`src/rtl/rfa_pkg.sv`:
```
// package of constants and types for the register file and alu datapath
package rfa_pkg;

   // ****************************************
   // sizes
   // ****************************************
   localparam int NUM_REGS   = 32;
   localparam int DATA_W     = 8;
   localparam int IDX_W      = 5;
   localparam int PTR_W      = 16;

   // ****************************************
   // pointer pairs: low byte register index
   // ****************************************
   localparam logic [4:0] PTR_X_LO = 5'h1a;
   localparam logic [4:0] PTR_Y_LO = 5'h1c;
   localparam logic [4:0] PTR_Z_LO = 5'h1e;

   // ****************************************
   // status field positions
   // ****************************************
   localparam int SB_C = 0;
   localparam int SB_Z = 1;
   localparam int SB_N = 2;
   localparam int SB_V = 3;
   localparam int SB_S = 4;
   localparam int SB_H = 5;
   localparam logic [7:0] STATUS_RST = 8'h00;
   localparam logic [7:0] REG_RST    = 8'h00;

   // ****************************************
   // operations
   // ****************************************
   typedef enum logic [4:0] {
      OP_ADD  = 5'h00,
      OP_ADC  = 5'h01,
      OP_SUB  = 5'h02,
      OP_SBC  = 5'h03,
      OP_AND  = 5'h04,
      OP_OR   = 5'h05,
      OP_XOR  = 5'h06,
      OP_MOV  = 5'h07,
      OP_COM  = 5'h08,
      OP_NEG  = 5'h09,
      OP_INC  = 5'h0a,
      OP_DEC  = 5'h0b,
      OP_LSR  = 5'h0c,
      OP_ROR  = 5'h0d,
      OP_ASR  = 5'h0e,
      OP_SWAP = 5'h0f,
      OP_BSET = 5'h10,
      OP_BCLR = 5'h11,
      OP_CMP  = 5'h12,
      OP_CPC  = 5'h13,
      OP_ADIW = 5'h14,
      OP_SBIW = 5'h15,
      OP_MUL  = 5'h16,
      OP_MULS = 5'h17,
      OP_MULSU= 5'h18,
      OP_FMUL = 5'h19,
      OP_FMULS= 5'h1a,
      OP_FMULSU=5'h1b,
      OP_NOP  = 5'h1f
   } rfa_op_t;

   // ****************************************
   // carriers
   // ****************************************
   typedef struct packed {
      logic            valid;
      rfa_op_t         op;
      logic [4:0]      dst;
      logic [4:0]      src;
      logic            use_imm;
      logic [7:0]      imm;
      logic [2:0]      bitsel;
   } rfa_cmd_t;

   typedef struct packed {
      logic [15:0] x;
      logic [15:0] y;
      logic [15:0] z;
   } rfa_ptrs_t;

   typedef struct packed {
      logic [15:0] res;
      logic        wide;
      logic        write;
      logic [7:0]  flags;
      logic [7:0]  fmask;
   } rfa_alu_res_t;

endpackage : rfa_pkg

```
`src/rtl/rfa_core.sv`:
```
// register file with single cycle alu, status register and pointer pairs
`timescale 1ns/1ps
`default_nettype none
module rfa_core
   import rfa_pkg::*;
(
   // clock and reset
   input  wire logic          I_CLK,
   input  wire logic          I_RST_N,
   // command from decoder
   input  wire rfa_cmd_t      I_CMD,
   // direct register read port
   input  wire logic [4:0]    I_RD_IDX,
   output logic [7:0]         O_RD_DATA,
   // status and pointers
   output logic [7:0]         O_STATUS,
   output var rfa_ptrs_t      O_PTRS,
   output logic [15:0]        O_TABLE_ADDR,
   output logic               O_DONE
);

   // ****************************************
   // reset release
   // ****************************************
   logic       rst_s1_q;
   logic       rst_n_q;

   always_ff @(posedge I_CLK or negedge I_RST_N) begin
      if (!I_RST_N) begin
         rst_s1_q <= 1'b0;
         rst_n_q  <= 1'b0;
      end else begin
         rst_s1_q <= 1'b1;
         rst_n_q  <= rst_s1_q;
      end
   end

   // ****************************************
   // register file
   // ****************************************
   logic [7:0]   regs_q [NUM_REGS];
   logic [7:0]   sreg_q;
   logic         done_q;
   logic [7:0]   op_a;
   logic [7:0]   op_a_hi;
   logic [7:0]   op_b;
   logic [4:0]   dst_hi;
   rfa_alu_res_t alu_res;

   function automatic logic [4:0] pair_lo(input logic [4:0] idx);
      pair_lo = {idx[4:1], 1'b0};
   endfunction : pair_lo

   assign dst_hi  = pair_lo(I_CMD.dst) + 5'h01;
   assign op_a    = regs_q[I_CMD.dst];
   assign op_a_hi = regs_q[dst_hi];
   assign op_b    = I_CMD.use_imm ? I_CMD.imm : regs_q[I_CMD.src];

   rfa_alu u_alu (
      .i_op     (I_CMD.op),
      .i_a      (I_CMD.op inside {OP_ADIW, OP_SBIW} ? regs_q[pair_lo(I_CMD.dst)] : op_a),
      .i_a_hi   (op_a_hi),
      .i_b      (op_b),
      .i_bitsel (I_CMD.bitsel),
      .i_sreg   (sreg_q),
      .o_res    (alu_res)
   );

   genvar gi;
   generate
      for (gi = 0; gi < NUM_REGS; gi++) begin : g_reg
         always_ff @(posedge I_CLK or negedge rst_n_q) begin
            if (!rst_n_q) begin
               regs_q[gi] <= REG_RST;
            end else if (I_CMD.valid && alu_res.write) begin
               if (alu_res.wide) begin
                  if (I_CMD.op inside {OP_ADIW, OP_SBIW}) begin
                     if (5'(gi) == pair_lo(I_CMD.dst)) begin
                        regs_q[gi] <= alu_res.res[7:0];
                     end else if (5'(gi) == dst_hi) begin
                        regs_q[gi] <= alu_res.res[15:8];
                     end
                  end else if (gi == 0) begin
                     regs_q[gi] <= alu_res.res[7:0];
                  end else if (gi == 1) begin
                     regs_q[gi] <= alu_res.res[15:8];
                  end
               end else if (5'(gi) == I_CMD.dst) begin
                  regs_q[gi] <= alu_res.res[7:0];
               end
            end
         end
      end
   endgenerate

   // ****************************************
   // status register
   // ****************************************
   always_ff @(posedge I_CLK or negedge rst_n_q) begin
      if (!rst_n_q) begin
         sreg_q <= STATUS_RST;
      end else if (I_CMD.valid) begin
         sreg_q <= (sreg_q & ~alu_res.fmask) | (alu_res.flags & alu_res.fmask);
      end
   end

   always_ff @(posedge I_CLK or negedge rst_n_q) begin
      if (!rst_n_q) begin
         done_q <= 1'b0;
      end else begin
         done_q <= I_CMD.valid;
      end
   end

   // ****************************************
   // outputs
   // ****************************************
   assign O_RD_DATA    = regs_q[I_RD_IDX];
   assign O_STATUS     = sreg_q;
   assign O_PTRS       = '{x: {regs_q[PTR_X_LO + 5'h01], regs_q[PTR_X_LO]},
                           y: {regs_q[PTR_Y_LO + 5'h01], regs_q[PTR_Y_LO]},
                           z: {regs_q[PTR_Z_LO + 5'h01], regs_q[PTR_Z_LO]}};
   assign O_TABLE_ADDR = O_PTRS.z;
   assign O_DONE       = done_q;

   // ****************************************
   // assertions
   // ****************************************
   a_add_writeback: assert property (@(posedge I_CLK) disable iff (!rst_n_q)
      (I_CMD.valid && I_CMD.op == OP_ADD && !I_CMD.use_imm && I_CMD.dst != I_CMD.src)
      |=> regs_q[$past(I_CMD.dst)] == 8'($past(op_a) + $past(op_b)))
      else $error("add result not written back");
   a_imm_writeback: assert property (@(posedge I_CLK) disable iff (!rst_n_q)
      (I_CMD.valid && I_CMD.op == OP_MOV && I_CMD.use_imm)
      |=> regs_q[$past(I_CMD.dst)] == $past(I_CMD.imm))
      else $error("immediate move lost");
   a_zero_flag: assert property (@(posedge I_CLK) disable iff (!rst_n_q)
      (I_CMD.valid && I_CMD.op == OP_XOR && !I_CMD.use_imm && I_CMD.dst == I_CMD.src)
      |=> sreg_q[SB_Z] && regs_q[$past(I_CMD.dst)] == 8'h00)
      else $error("zero flag not set");
   a_carry_add: assert property (@(posedge I_CLK) disable iff (!rst_n_q)
      (I_CMD.valid && I_CMD.op == OP_ADD)
      |=> sreg_q[SB_C] == ($past({1'b0, op_a} + {1'b0, op_b}) > 9'h0ff))
      else $error("carry flag wrong");
   a_cmp_nowrite: assert property (@(posedge I_CLK) disable iff (!rst_n_q)
      (I_CMD.valid && I_CMD.op == OP_CMP) |=> regs_q[$past(I_CMD.dst)] == $past(op_a))
      else $error("compare wrote a register");
   a_mul_product: assert property (@(posedge I_CLK) disable iff (!rst_n_q)
      (I_CMD.valid && I_CMD.op == OP_MUL)
      |=> {regs_q[1], regs_q[0]} == 16'($past(op_a) * $past(op_b)))
      else $error("unsigned product wrong");
   a_ptr_adjust: assert property (@(posedge I_CLK) disable iff (!rst_n_q)
      (I_CMD.valid && I_CMD.op == OP_ADIW && pair_lo(I_CMD.dst) == PTR_Z_LO)
      |=> O_TABLE_ADDR == 16'($past(O_PTRS.z) + {10'h000, $past(I_CMD.imm[5:0])}))
      else $error("pointer adjust wrong");
   a_sign_flag: assert property (@(posedge I_CLK) disable iff (!rst_n_q)
      $past(I_CMD.valid) && $past(alu_res.fmask[SB_S])
      |-> sreg_q[SB_S] == (sreg_q[SB_N] ^ sreg_q[SB_V]))
      else $error("sign flag inconsistent");
   a_done_pulse: assert property (@(posedge I_CLK) disable iff (!rst_n_q)
      I_CMD.valid |=> O_DONE)
      else $error("done missing");
   a_chain_zero: assert property (@(posedge I_CLK) disable iff (!rst_n_q)
      (I_CMD.valid && I_CMD.op inside {OP_SBC, OP_CPC} && !sreg_q[SB_Z]) |=> !sreg_q[SB_Z])
      else $error("chained zero flag set");
   a_nop_hold: assert property (@(posedge I_CLK) disable iff (!rst_n_q)
      (I_CMD.valid && I_CMD.op == OP_NOP) |=> $stable(sreg_q))
      else $error("no-op changed status");
   c_add: cover property (@(posedge I_CLK) disable iff (!rst_n_q)
      I_CMD.valid && I_CMD.op == OP_ADD);
   c_adc_chain: cover property (@(posedge I_CLK) disable iff (!rst_n_q)
      (I_CMD.valid && I_CMD.op == OP_ADD) ##1 (I_CMD.valid && I_CMD.op == OP_ADC));
   c_fmuls: cover property (@(posedge I_CLK) disable iff (!rst_n_q)
      I_CMD.valid && I_CMD.op == OP_FMULS);
   c_sbiw: cover property (@(posedge I_CLK) disable iff (!rst_n_q)
      I_CMD.valid && I_CMD.op == OP_SBIW);

endmodule : rfa_core
`default_nettype wire

```
`src/rtl/rfa_alu.sv`:
```
// combinational alu with arithmetic, logic, bit and multiply operations
`timescale 1ns/1ps
`default_nettype none
module rfa_alu
   import rfa_pkg::*;
(
   // operands
   input  wire rfa_op_t      i_op,
   input  wire logic [7:0]   i_a,
   input  wire logic [7:0]   i_a_hi,
   input  wire logic [7:0]   i_b,
   input  wire logic [2:0]   i_bitsel,
   input  wire logic [7:0]   i_sreg,
   // result
   output var rfa_alu_res_t   o_res
);

   logic [8:0]  sum9;
   logic [4:0]  half5;
   logic [15:0] prod;
   logic [16:0] w17;
   logic        cin;
   logic        is_sub;
   logic [7:0]  bop;
   logic        c_o;
   logic        v_o;
   logic [7:0]  r8;

   // ****************************************
   // operation evaluation
   // ****************************************
   always_comb begin
      cin    = i_sreg[SB_C];
      is_sub = (i_op == OP_SUB) || (i_op == OP_SBC) || (i_op == OP_CMP) || (i_op == OP_CPC);
      bop    = i_b;
      sum9   = 9'h000;
      half5  = 5'h00;
      prod   = 16'h0000;
      w17    = 17'h00000;
      c_o    = 1'b0;
      v_o    = 1'b0;
      r8     = 8'h00;
      o_res  = '0;
      o_res.write = 1'b1;
      o_res.fmask = 8'h3f;
      unique case (i_op)
         OP_ADD, OP_ADC: begin
            sum9  = {1'b0, i_a} + {1'b0, bop} + {8'h00, (i_op == OP_ADC) & cin};
            half5 = {1'b0, i_a[3:0]} + {1'b0, bop[3:0]} + {4'h0, (i_op == OP_ADC) & cin};
            r8    = sum9[7:0];
            c_o   = sum9[8];
            v_o   = (i_a[7] == bop[7]) && (r8[7] != i_a[7]);
         end
         OP_SUB, OP_SBC, OP_CMP, OP_CPC: begin
            sum9  = {1'b0, i_a} - {1'b0, bop}
                  - {8'h00, ((i_op == OP_SBC) || (i_op == OP_CPC)) & cin};
            half5 = {1'b0, i_a[3:0]} - {1'b0, bop[3:0]}
                  - {4'h0, ((i_op == OP_SBC) || (i_op == OP_CPC)) & cin};
            r8    = sum9[7:0];
            c_o   = sum9[8];
            v_o   = (i_a[7] != bop[7]) && (r8[7] != i_a[7]);
            o_res.write = (i_op == OP_SUB) || (i_op == OP_SBC);
         end
         OP_AND:  r8 = i_a & bop;
         OP_OR:   r8 = i_a | bop;
         OP_XOR:  r8 = i_a ^ bop;
         OP_MOV: begin
            r8 = bop;
            o_res.fmask = 8'h00;
         end
         OP_COM: begin
            r8  = ~i_a;
            c_o = 1'b1;
         end
         OP_NEG: begin
            sum9  = 9'h000 - {1'b0, i_a};
            half5 = 5'h00 - {1'b0, i_a[3:0]};
            r8    = sum9[7:0];
            c_o   = (i_a != 8'h00);
            v_o   = (i_a == 8'h80);
         end
         OP_INC: begin
            r8  = i_a + 8'h01;
            v_o = (i_a == 8'h7f);
            c_o = i_sreg[SB_C];
         end
         OP_DEC: begin
            r8  = i_a - 8'h01;
            v_o = (i_a == 8'h80);
            c_o = i_sreg[SB_C];
         end
         OP_LSR, OP_ROR, OP_ASR: begin
            r8  = {(i_op == OP_ROR) ? cin : ((i_op == OP_ASR) ? i_a[7] : 1'b0), i_a[7:1]};
            c_o = i_a[0];
            v_o = r8[7] ^ i_a[0];
         end
         OP_SWAP: begin
            r8 = {i_a[3:0], i_a[7:4]};
            o_res.fmask = 8'h00;
         end
         OP_BSET, OP_BCLR: begin
            r8 = i_a;
            r8[i_bitsel] = (i_op == OP_BSET);
            o_res.fmask = 8'h00;
         end
         OP_ADIW, OP_SBIW: begin
            w17 = (i_op == OP_ADIW) ? ({1'b0, i_a_hi, i_a} + {11'h000, bop[5:0]})
                                    : ({1'b0, i_a_hi, i_a} - {11'h000, bop[5:0]});
            o_res.res  = w17[15:0];
            o_res.wide = 1'b1;
            c_o = w17[16];
            v_o = (i_op == OP_ADIW) ? (~i_a_hi[7] & w17[15]) : (i_a_hi[7] & ~w17[15]);
            o_res.fmask = 8'h1f;
         end
         OP_MUL, OP_MULS, OP_MULSU, OP_FMUL, OP_FMULS, OP_FMULSU: begin
            unique case (i_op)
               OP_MULS, OP_FMULS:   prod = 16'($signed(i_a) * $signed(i_b));
               OP_MULSU, OP_FMULSU: prod = 16'($signed({i_a[7], i_a}) * $signed({1'b0, i_b}));
               default:             prod = i_a * i_b;
            endcase
            c_o = prod[15];
            if ((i_op == OP_FMUL) || (i_op == OP_FMULS) || (i_op == OP_FMULSU)) begin
               prod = {prod[14:0], 1'b0};
            end
            o_res.res  = prod;
            o_res.wide = 1'b1;
            o_res.fmask = 8'h03;
         end
         default: begin
            o_res.write = 1'b0;
            o_res.fmask = 8'h00;
         end
      endcase
      if (!o_res.wide) begin
         o_res.res = {8'h00, r8};
      end
      // flag values
      o_res.flags[SB_C] = c_o;
      o_res.flags[SB_Z] = o_res.wide ? (o_res.res == 16'h0000) : (r8 == 8'h00);
      if (is_sub && ((i_op == OP_SBC) || (i_op == OP_CPC))) begin
         o_res.flags[SB_Z] = (r8 == 8'h00) & i_sreg[SB_Z];
      end
      o_res.flags[SB_N] = o_res.wide ? o_res.res[15] : r8[7];
      o_res.flags[SB_V] = v_o;
      o_res.flags[SB_S] = o_res.flags[SB_N] ^ v_o;
      o_res.flags[SB_H] = half5[4];
      if ((i_op == OP_INC) || (i_op == OP_DEC)) begin
         o_res.fmask = 8'h1e;
      end
      if ((i_op >= OP_AND) && (i_op <= OP_XOR)) begin
         o_res.fmask = 8'h1e;
      end
   end

endmodule : rfa_alu
`default_nettype wire

```
`config.mk`:
```
export PLATFORM = sky130hd
export DESIGN_NAME = rfa_core
export DESIGN_NICKNAME = d
export VERILOG_FILES = /design/src/rtl/rfa_pkg.sv /design/src/rtl/rfa_core.sv /design/src/rtl/rfa_alu.sv
export SDC_FILE = /design/constraint.sdc
export NUM_CORES = 1
export LEC_CHECK = 0
export CORE_MARGIN = 5
export CORE_UTILIZATION = 52
export CTS_BUF_LIST = sky130_fd_sc_hd__clkbuf_4 sky130_fd_sc_hd__clkbuf_8
export DETAILED_ROUTE_END_ITERATION = 10
export DONT_BUFFER_PORTS = 1
export HOLD_SLACK_MARGIN = 0.02
export PLACE_DENSITY = 0.76
export REMOVE_ABC_BUFFERS = 1
export SYNTH_ARGS = -nofsm -noshare
export SYNTH_HDL_FRONTEND = slang
export SYNTH_SLANG_ARGS = --single-unit
```
`constraint.sdc`:
```
create_clock -name I_CLK -period 20.8 [get_ports I_CLK]
set_input_delay 1.04 -clock I_CLK [delete_from_list [all_inputs] [get_ports I_CLK]]
set_output_delay 1.04 -clock I_CLK [all_outputs]
set_load 0.02 [all_outputs]
```
[Yosys cells after proc, flatten, opt, wreduce, memory -nomap -nowiden]
Cells that the tools add are included.
Widths: inputs -> output; s select.
Operators by class
  mux-type cells: 183
  bitwise logic cells: 22
  equal/unequal tests: 143
  $mul: 3
  order comparisons: 9
  reductions and logical operators: 97
  add/sub/neg operators: 15
Operator list (count)
  $mux 8: 156
  $bmux 8 s5: 5
  $eq 5x5->1 const A: 32
  $reduce_and 4->1: 30
  $pmux 8 s13: 1
  $eq 4x5->1 const A: 16
  $reduce_bool 2->1: 33
  $eq 5x5->1 const B: 12
  $ne 3x1->1 const B: 15
  $eq 3x5->1 const A: 8
  $eq 5x4->1 const B: 8
  $pmux 17 s2: 1
  $eq 4x4->1 const A: 8
  $mul 8x8->16: 2
  $mux 16: 2
  $ne 2x1->1 const B: 16
  $pmux 16 s2: 1
  $ge 6x6->1 const B: 5
  $not 5->6: 5
  $reduce_or 24->1: 1
  $eq 2x5->1 const A: 4
  $eq 5x3->1 const B: 4
  $pmux 6 s3: 1
  $add 16x6->17: 1
  61 further kinds: 105
Word-level totals
  input port bits: 35
  output and inout port bits: 81
  bits in registers: 267
  word-level logic and storage cells: 508

[Depth between registers and ports, before layout]
  depth after elaboration: 15
  depth in mapped cells: 36
  depth with buffers taken out: 28

[By module]
From an unflattened synthesis, not the netlist that was laid out.
Second synthesis, totals
  cells, all modules: 2831
  area total of the unflattened synthesis: 29166.7 um2
By module, submodules not included
  rfa_core: area each 19079.5 um2, instances 1, cells each 1544, seq. area each 6681.4 um2
  rfa_alu: area each 10087.2 um2, instances 1, cells each 1287, seq. area each 0.0 um2

[Worst setup path after synthesis]
No wires, ideal clock.
  path type: input to register
  from: input port I_CMD[12] (netlist name)
  to: register regs_q[151] (netlist name)
  required time: 20.664 ns
  arrival time: 8.096 ns
  setup time: 0.136 ns
  buffers on the path: 2
  setup slack: 12.568 ns
  stages on the path: 27
  cells stage by stage: buf_4 > mux4_2 > mux4_2 > mux2_2 > a21boi_1 > clkinv_1 > nand2_1 > fa_1 > fa_1 > inv_1 > fa_1 > inv_1 > fa_1 > inv_1 > ha_1 > o21ai_0 > o21ai_0 > a31oi_1 > o21ai_0 > nor3_1 > and4_1 > or4_1 > nor3_1 > a21oi_2 > nor2_4 > buf_8 > o21ai_2
Between the ends
  longest elaborated chain between the ends: 13
  elaborated cells between the ends (all ways): 27
  classes of those cells: 6 x add/sub; 3 x mul; 14 x mux; 4 x bitwise
RTL lines
  from (decl): line rfa_core.sv:11  | input wire rfa_cmd_t I_CMD,
  $not 5->6 (implied by the code) (*): line rfa_core.sv:57  | assign op_b = I_CMD.use_imm ? I_CMD.imm : regs_q[I_CMD.src];
  $bmux 8 s5 (*): line rfa_core.sv:57
  $mux 8 (implied by the code) (*) (2 in a row): line rfa_core.sv:57
  $mux 8 (*): line rfa_core.sv:57
  $mul 8x9->16 (tied with other cells): line rfa_alu.sv:118  | OP_MULSU, OP_FMULSU: prod = 16'($signed({i_a[7], i_a}) * $signed({1'b0, i_b}));
  $pmux 16 s2: line rfa_alu.sv:116  | unique case (i_op)
  $mux 16: line rfa_alu.sv:122  | if ((i_op == OP_FMUL) || (i_op == OP_FMULS) || (i_op == OP_FMULSU)) begin
  $pmux 17 s2: line rfa_alu.sv:46  | unique case (i_op)
  $mux 16 (*): line rfa_alu.sv:134  | if (!o_res.wide) begin
  $mux 8: line rfa_core.sv:80  | end else if (5'(gi) == dst_hi) begin
  $mux 8: line rfa_core.sv:77  | if (I_CMD.op inside {OP_ADIW, OP_SBIW}) begin
  $mux 8 (*): line rfa_core.sv:76  | if (alu_res.wide) begin
  to (signal, indexed assignment): line rfa_core.sv:79  | regs_q[gi] <= alu_res.res[7:0];
  to (signal, indexed assignment): line rfa_core.sv:81  | regs_q[gi] <= alu_res.res[15:8];
  to (signal, indexed assignment): line rfa_core.sv:84  | regs_q[gi] <= alu_res.res[7:0];
  to (decl): line rfa_core.sv:41  | logic [7:0] regs_q [NUM_REGS];
Every way passes the cells marked *; elsewhere a longest branch is shown, timed or not. The select of a mux whose other input is x is not followed.
A chain may end at the register's enable or synchronous reset.

[Worst setup path in the final report]
  from: input port I_CMD[18] (netlist name)
  to: register regs_q[167] (netlist name)
Between the ends
  longest elaborated chain between the ends: 13
  elaborated cells between the ends (all ways): 48
  classes of those cells: 10 x add/sub; 3 x mul; 3 x eq/ne; 23 x mux; 7 x bitwise; 2 x reduce/logical
RTL lines
  $not 5->6 (on tied branches): line rfa_core.sv:55, rfa_core.sv:61
  $bmux 8 s5 (on tied branches): line rfa_core.sv:55, rfa_core.sv:61
  $mux 8 (on tied branches) (2 in a row): line rfa_core.sv:55, rfa_core.sv:61
  $mux 8: line rfa_core.sv:61  | .i_a (I_CMD.op inside {OP_ADIW, OP_SBIW} ? regs_q[pair_lo(I_CMD.dst)] : op_a),
  $mul 8x9->16 (tied with other cells): line rfa_alu.sv:118
  $pmux 16 s2: line rfa_alu.sv:116
  $mux 16: line rfa_alu.sv:122
  $pmux 17 s2: line rfa_alu.sv:46
  $mux 16: line rfa_alu.sv:134
  $mux 8: line rfa_core.sv:80
  $mux 8: line rfa_core.sv:77
  $mux 8: line rfa_core.sv:76
Several ways; a longest one is shown, not always the timed one. The select of a mux whose other input is x is not followed.

==> reports/metrics.yaml <==
track_usage_pct: 37.6
worstMarginPinSlew_ns: 1.49
vias_per_cell: 7.20
syn-cell-area_sq_mm: 0.0295
grt_pass1_wl_microns: 173000
dr.pass1.iters: 9
overflow: 0
avgSynthCellArea_sq_um: 9.62
clk_pin_slew_worst_paths_ns: 0.06
antenna_found_initial: 5
ys.warnings.count: 0
rsz0062_at_grt: "false"
slew_viol_final: 0
synthFlopType: "dfrtp_1"
drt_iter0_markers: 3599
max_slew_margin_pct: 0.290
max_freq_mhz: 97.7
syn_inst: 3068
num_vias: 26700
fin_skew_ns: 0.0388
violations: "capacitance limit"
hold_violations: 0
ys_seq_area_share_pct: 22.5
finalNonFillerCells: 3704
die_h_microns: 248
min_period_ns: 10.24
crit_fanout: 121
wire_per_inst_microns: 31.7
crit_required_ns: 21.21
cts_resized: 0
finalWeightedCongestion: 1.05
die_area_sq_mm: 0.0616
synth.distinct_cells: 107
final-setup-viol-count: 0
synth-edff-count: 0
status: "finished, violations left"
arrival_ns: 10.65
stdcell_area_sq_mm: 0.0305
io-pin-count: 116
die_w_microns: 248
critical_path.endpoint_type: "flip-flop"
place_area_sq_mm: 0.0295
wl_microns: 118000
fin_crit_sh_pct: 49.2
tns_ns: 0
dp_hpwl_microns: 84100
cts_sinks: 265
root_buffer: "clkbuf_8"
layout-drive-gt1-share_pct: 16.8
cts_tree: "done"
ir_worst_vdd_v: 0.000117
drc_errors: 0
port_buffers: 0
synthToLayoutAreaGrowth_pct: 3.50
holdBufCountCts: 0
grt_max_degree: 139
p_per_area_mw_per_mm2: 144
rows: 87
cts_buffer_depth: 3
cap_violations: 1
rrSetupSlack_ns: 10.88
htreeDepth: 2
cts_buffers: 45
timing.hold.ws_ns: 0.128
cellLeakagePower_nw: 13.3
post_cts_buffers: 0
start_util_pct: 52.4
async_flop_share_pct: 100
grt_pass1_vias: 26600
final_core_util_pct: 54.3
dp.cells: 3621
worst_setup_path_start_kind: "input pin"
worstSkewPairLatency_ns: 0.62
nets: 3220
synth-seq-cells: 265
core_area_sq_mm: 0.0563
hold_path.class: "input pin to async pin"
path_class: "input pin to flip-flop"
ant_nets: 0
-- power by group --
group          leakage (nW)  switching, mW  total (mW)  internal [mW]
sequential             3.44          0.332        1.02          0.692
clock                 0.541          0.236       0.545          0.309
combinational          9.34           1.62        2.82           1.20
-- kinds of logic (layout without fill, tap and decap cells) --
group                      after synthesis  after routing  share of synthesized area, %
and+or+nand+nor                        820            820                          12.7
AOI/OAI and AO/OA                      723            723                          15.8
buffers and inverters                  529            405                          8.49
muxes                                  392            392                          23.9
adders and majority gates              273            273                          14.7
DFF                                    265            265                          22.5
xor gates and xnor gates                64             64                          1.92
other                                    2              6                        0.0254
-- state kept, by name, summed over array words and instances (netlist names), named ones only --
register	flops
O_PTRS	48
regs_q	208
O_DONE	1
rst_s1_q	1
rst_n_q	1
-- per-layer routing --
| metal | wire length, microns | vias to the layer above | track usage (%) |
|---|---|---|---|
| met5 | 0 | - | 0 |
| met4 | 10900 | 0 | 26.7 |
| met3 | 14200 | 617 | 9.54 |
| met2 | 52300 | 2175 | 58.3 |
| met1 | 40200 | 13100 | 46.1 |
| li1 | - | 10800 | - |
-- path summary, 6_finish.rpt --
| check | from | to | cells after the start |
|---|---|---|---|
| worst max-delay path | I_CMD[18] | regs_q[167]$_DFFE_PN0P_ | 26 |
| worst min-delay path | I_RST_N | rst_n_q$_DFF_PN0_ | 0 |
| worst max register to register | O_PTRS[11]$_DFFE_PN0P_ | regs_q[167]$_DFFE_PN0P_ | 26 |
| worst min register to register | rst_s1_q$_DFF_PN0_ | rst_n_q$_DFF_PN0_ | 0 |
| max in group asynchronous | rst_n_q$_DFF_PN0_ | regs_q[135]$_DFFE_PN0P_ | 2 |
| min in group I_CLK | rst_s1_q$_DFF_PN0_ | rst_n_q$_DFF_PN0_ | 0 |
-- Yosys cell counts (22+ instances only) --
master    instances  area share, %
nand2_1         340            4.3
dfrtp_1         265             22
inv_1           258            3.3
nor2_1          225            2.9
mux4_2          222             17
o21ai_0         208            3.5
a21oi_1         156            2.6
ha_1            149            6.3
fa_1            124            8.4
clkbuf_1        118            1.5
mux2i_1          93            3.2
buf_4            77            2.0
mux2_2           60            2.3
a31oi_1          51            1.1
nand3_1          50           0.85
nor3_1           41           0.70
xnor2_1          40            1.2
a21o_1           34           0.86
a22oi_1          31           0.79
a211oi_1         28           0.71
nor2b_1          25           0.53
o22ai_1          24           0.51
xor2_1           23           0.68
o21ai_1          22           0.37
-- metrics by stage --
stage	setup slack [ns]	power, mW
after detailed placement	10.42	3.77
final	10.56	4.39
after global routing	10.49	4.67
after CTS	11.04	4.32
after global placement	10.63	3.70
after floorplan	12.05	2.90
-- critical path, stage by stage --
cell	delay [ns]
nor3b_1	1.19
a222oi_1	0.37
and4b_1	0.29
a31oi_1	0.67
nand2_1	0.55
inv_1	0.45
nand2_1	0.27
fa_1	0.50
inv_1	0.09
fa_1	0.41
ha_1	0.29
inv_1	0.05
fa_1	0.53
inv_1	0.06
ha_1	0.29
a211oi_1	0.10
o21ai_0	0.32
a31oi_1	0.23
o21ai_0	0.50
nor3_1	0.12
and4_1	0.23
or4_1	0.47
nor3_1	0.67
a21oi_2	0.28
nor2_4	0.47
o21ai_0	0.17
-- layout by cell type (no fill, tap or decap), types with 41 or more instances in the layout --
cell type | Yosys | layout
inv_1 | 258 | 258
mux2i_1 | 93 | 93
dfrtp_1 | 265 | 264
fa_1 | 124 | 124
nor3_1 | 41 | 41
o21ai_0 | 208 | 207
mux4_2 | 222 | 222
clkbuf_8 | 0 | 62
mux2_2 | 60 | 60
ha_1 | 149 | 149
a21oi_1 | 156 | 156
nand3_1 | 50 | 50
nand2_1 | 340 | 340
a31oi_1 | 51 | 51
nor2_1 | 225 | 221
buf_4 | 77 | 54
-- layout make-up --
class / instances / area [sq um]
fillers: 5039 / 25700
multi-input cells: 2275 / 20500
flip-flops and latches: 265 / 6640
inverters: 270 / 1020
well taps: 756 / 946
clock buffers: 73 / 936
repair buffers: 55 / 425
clock inverters: 7 / 91.3
diodes: 3 / 7.51
Power figures use the tool's default switching activity.
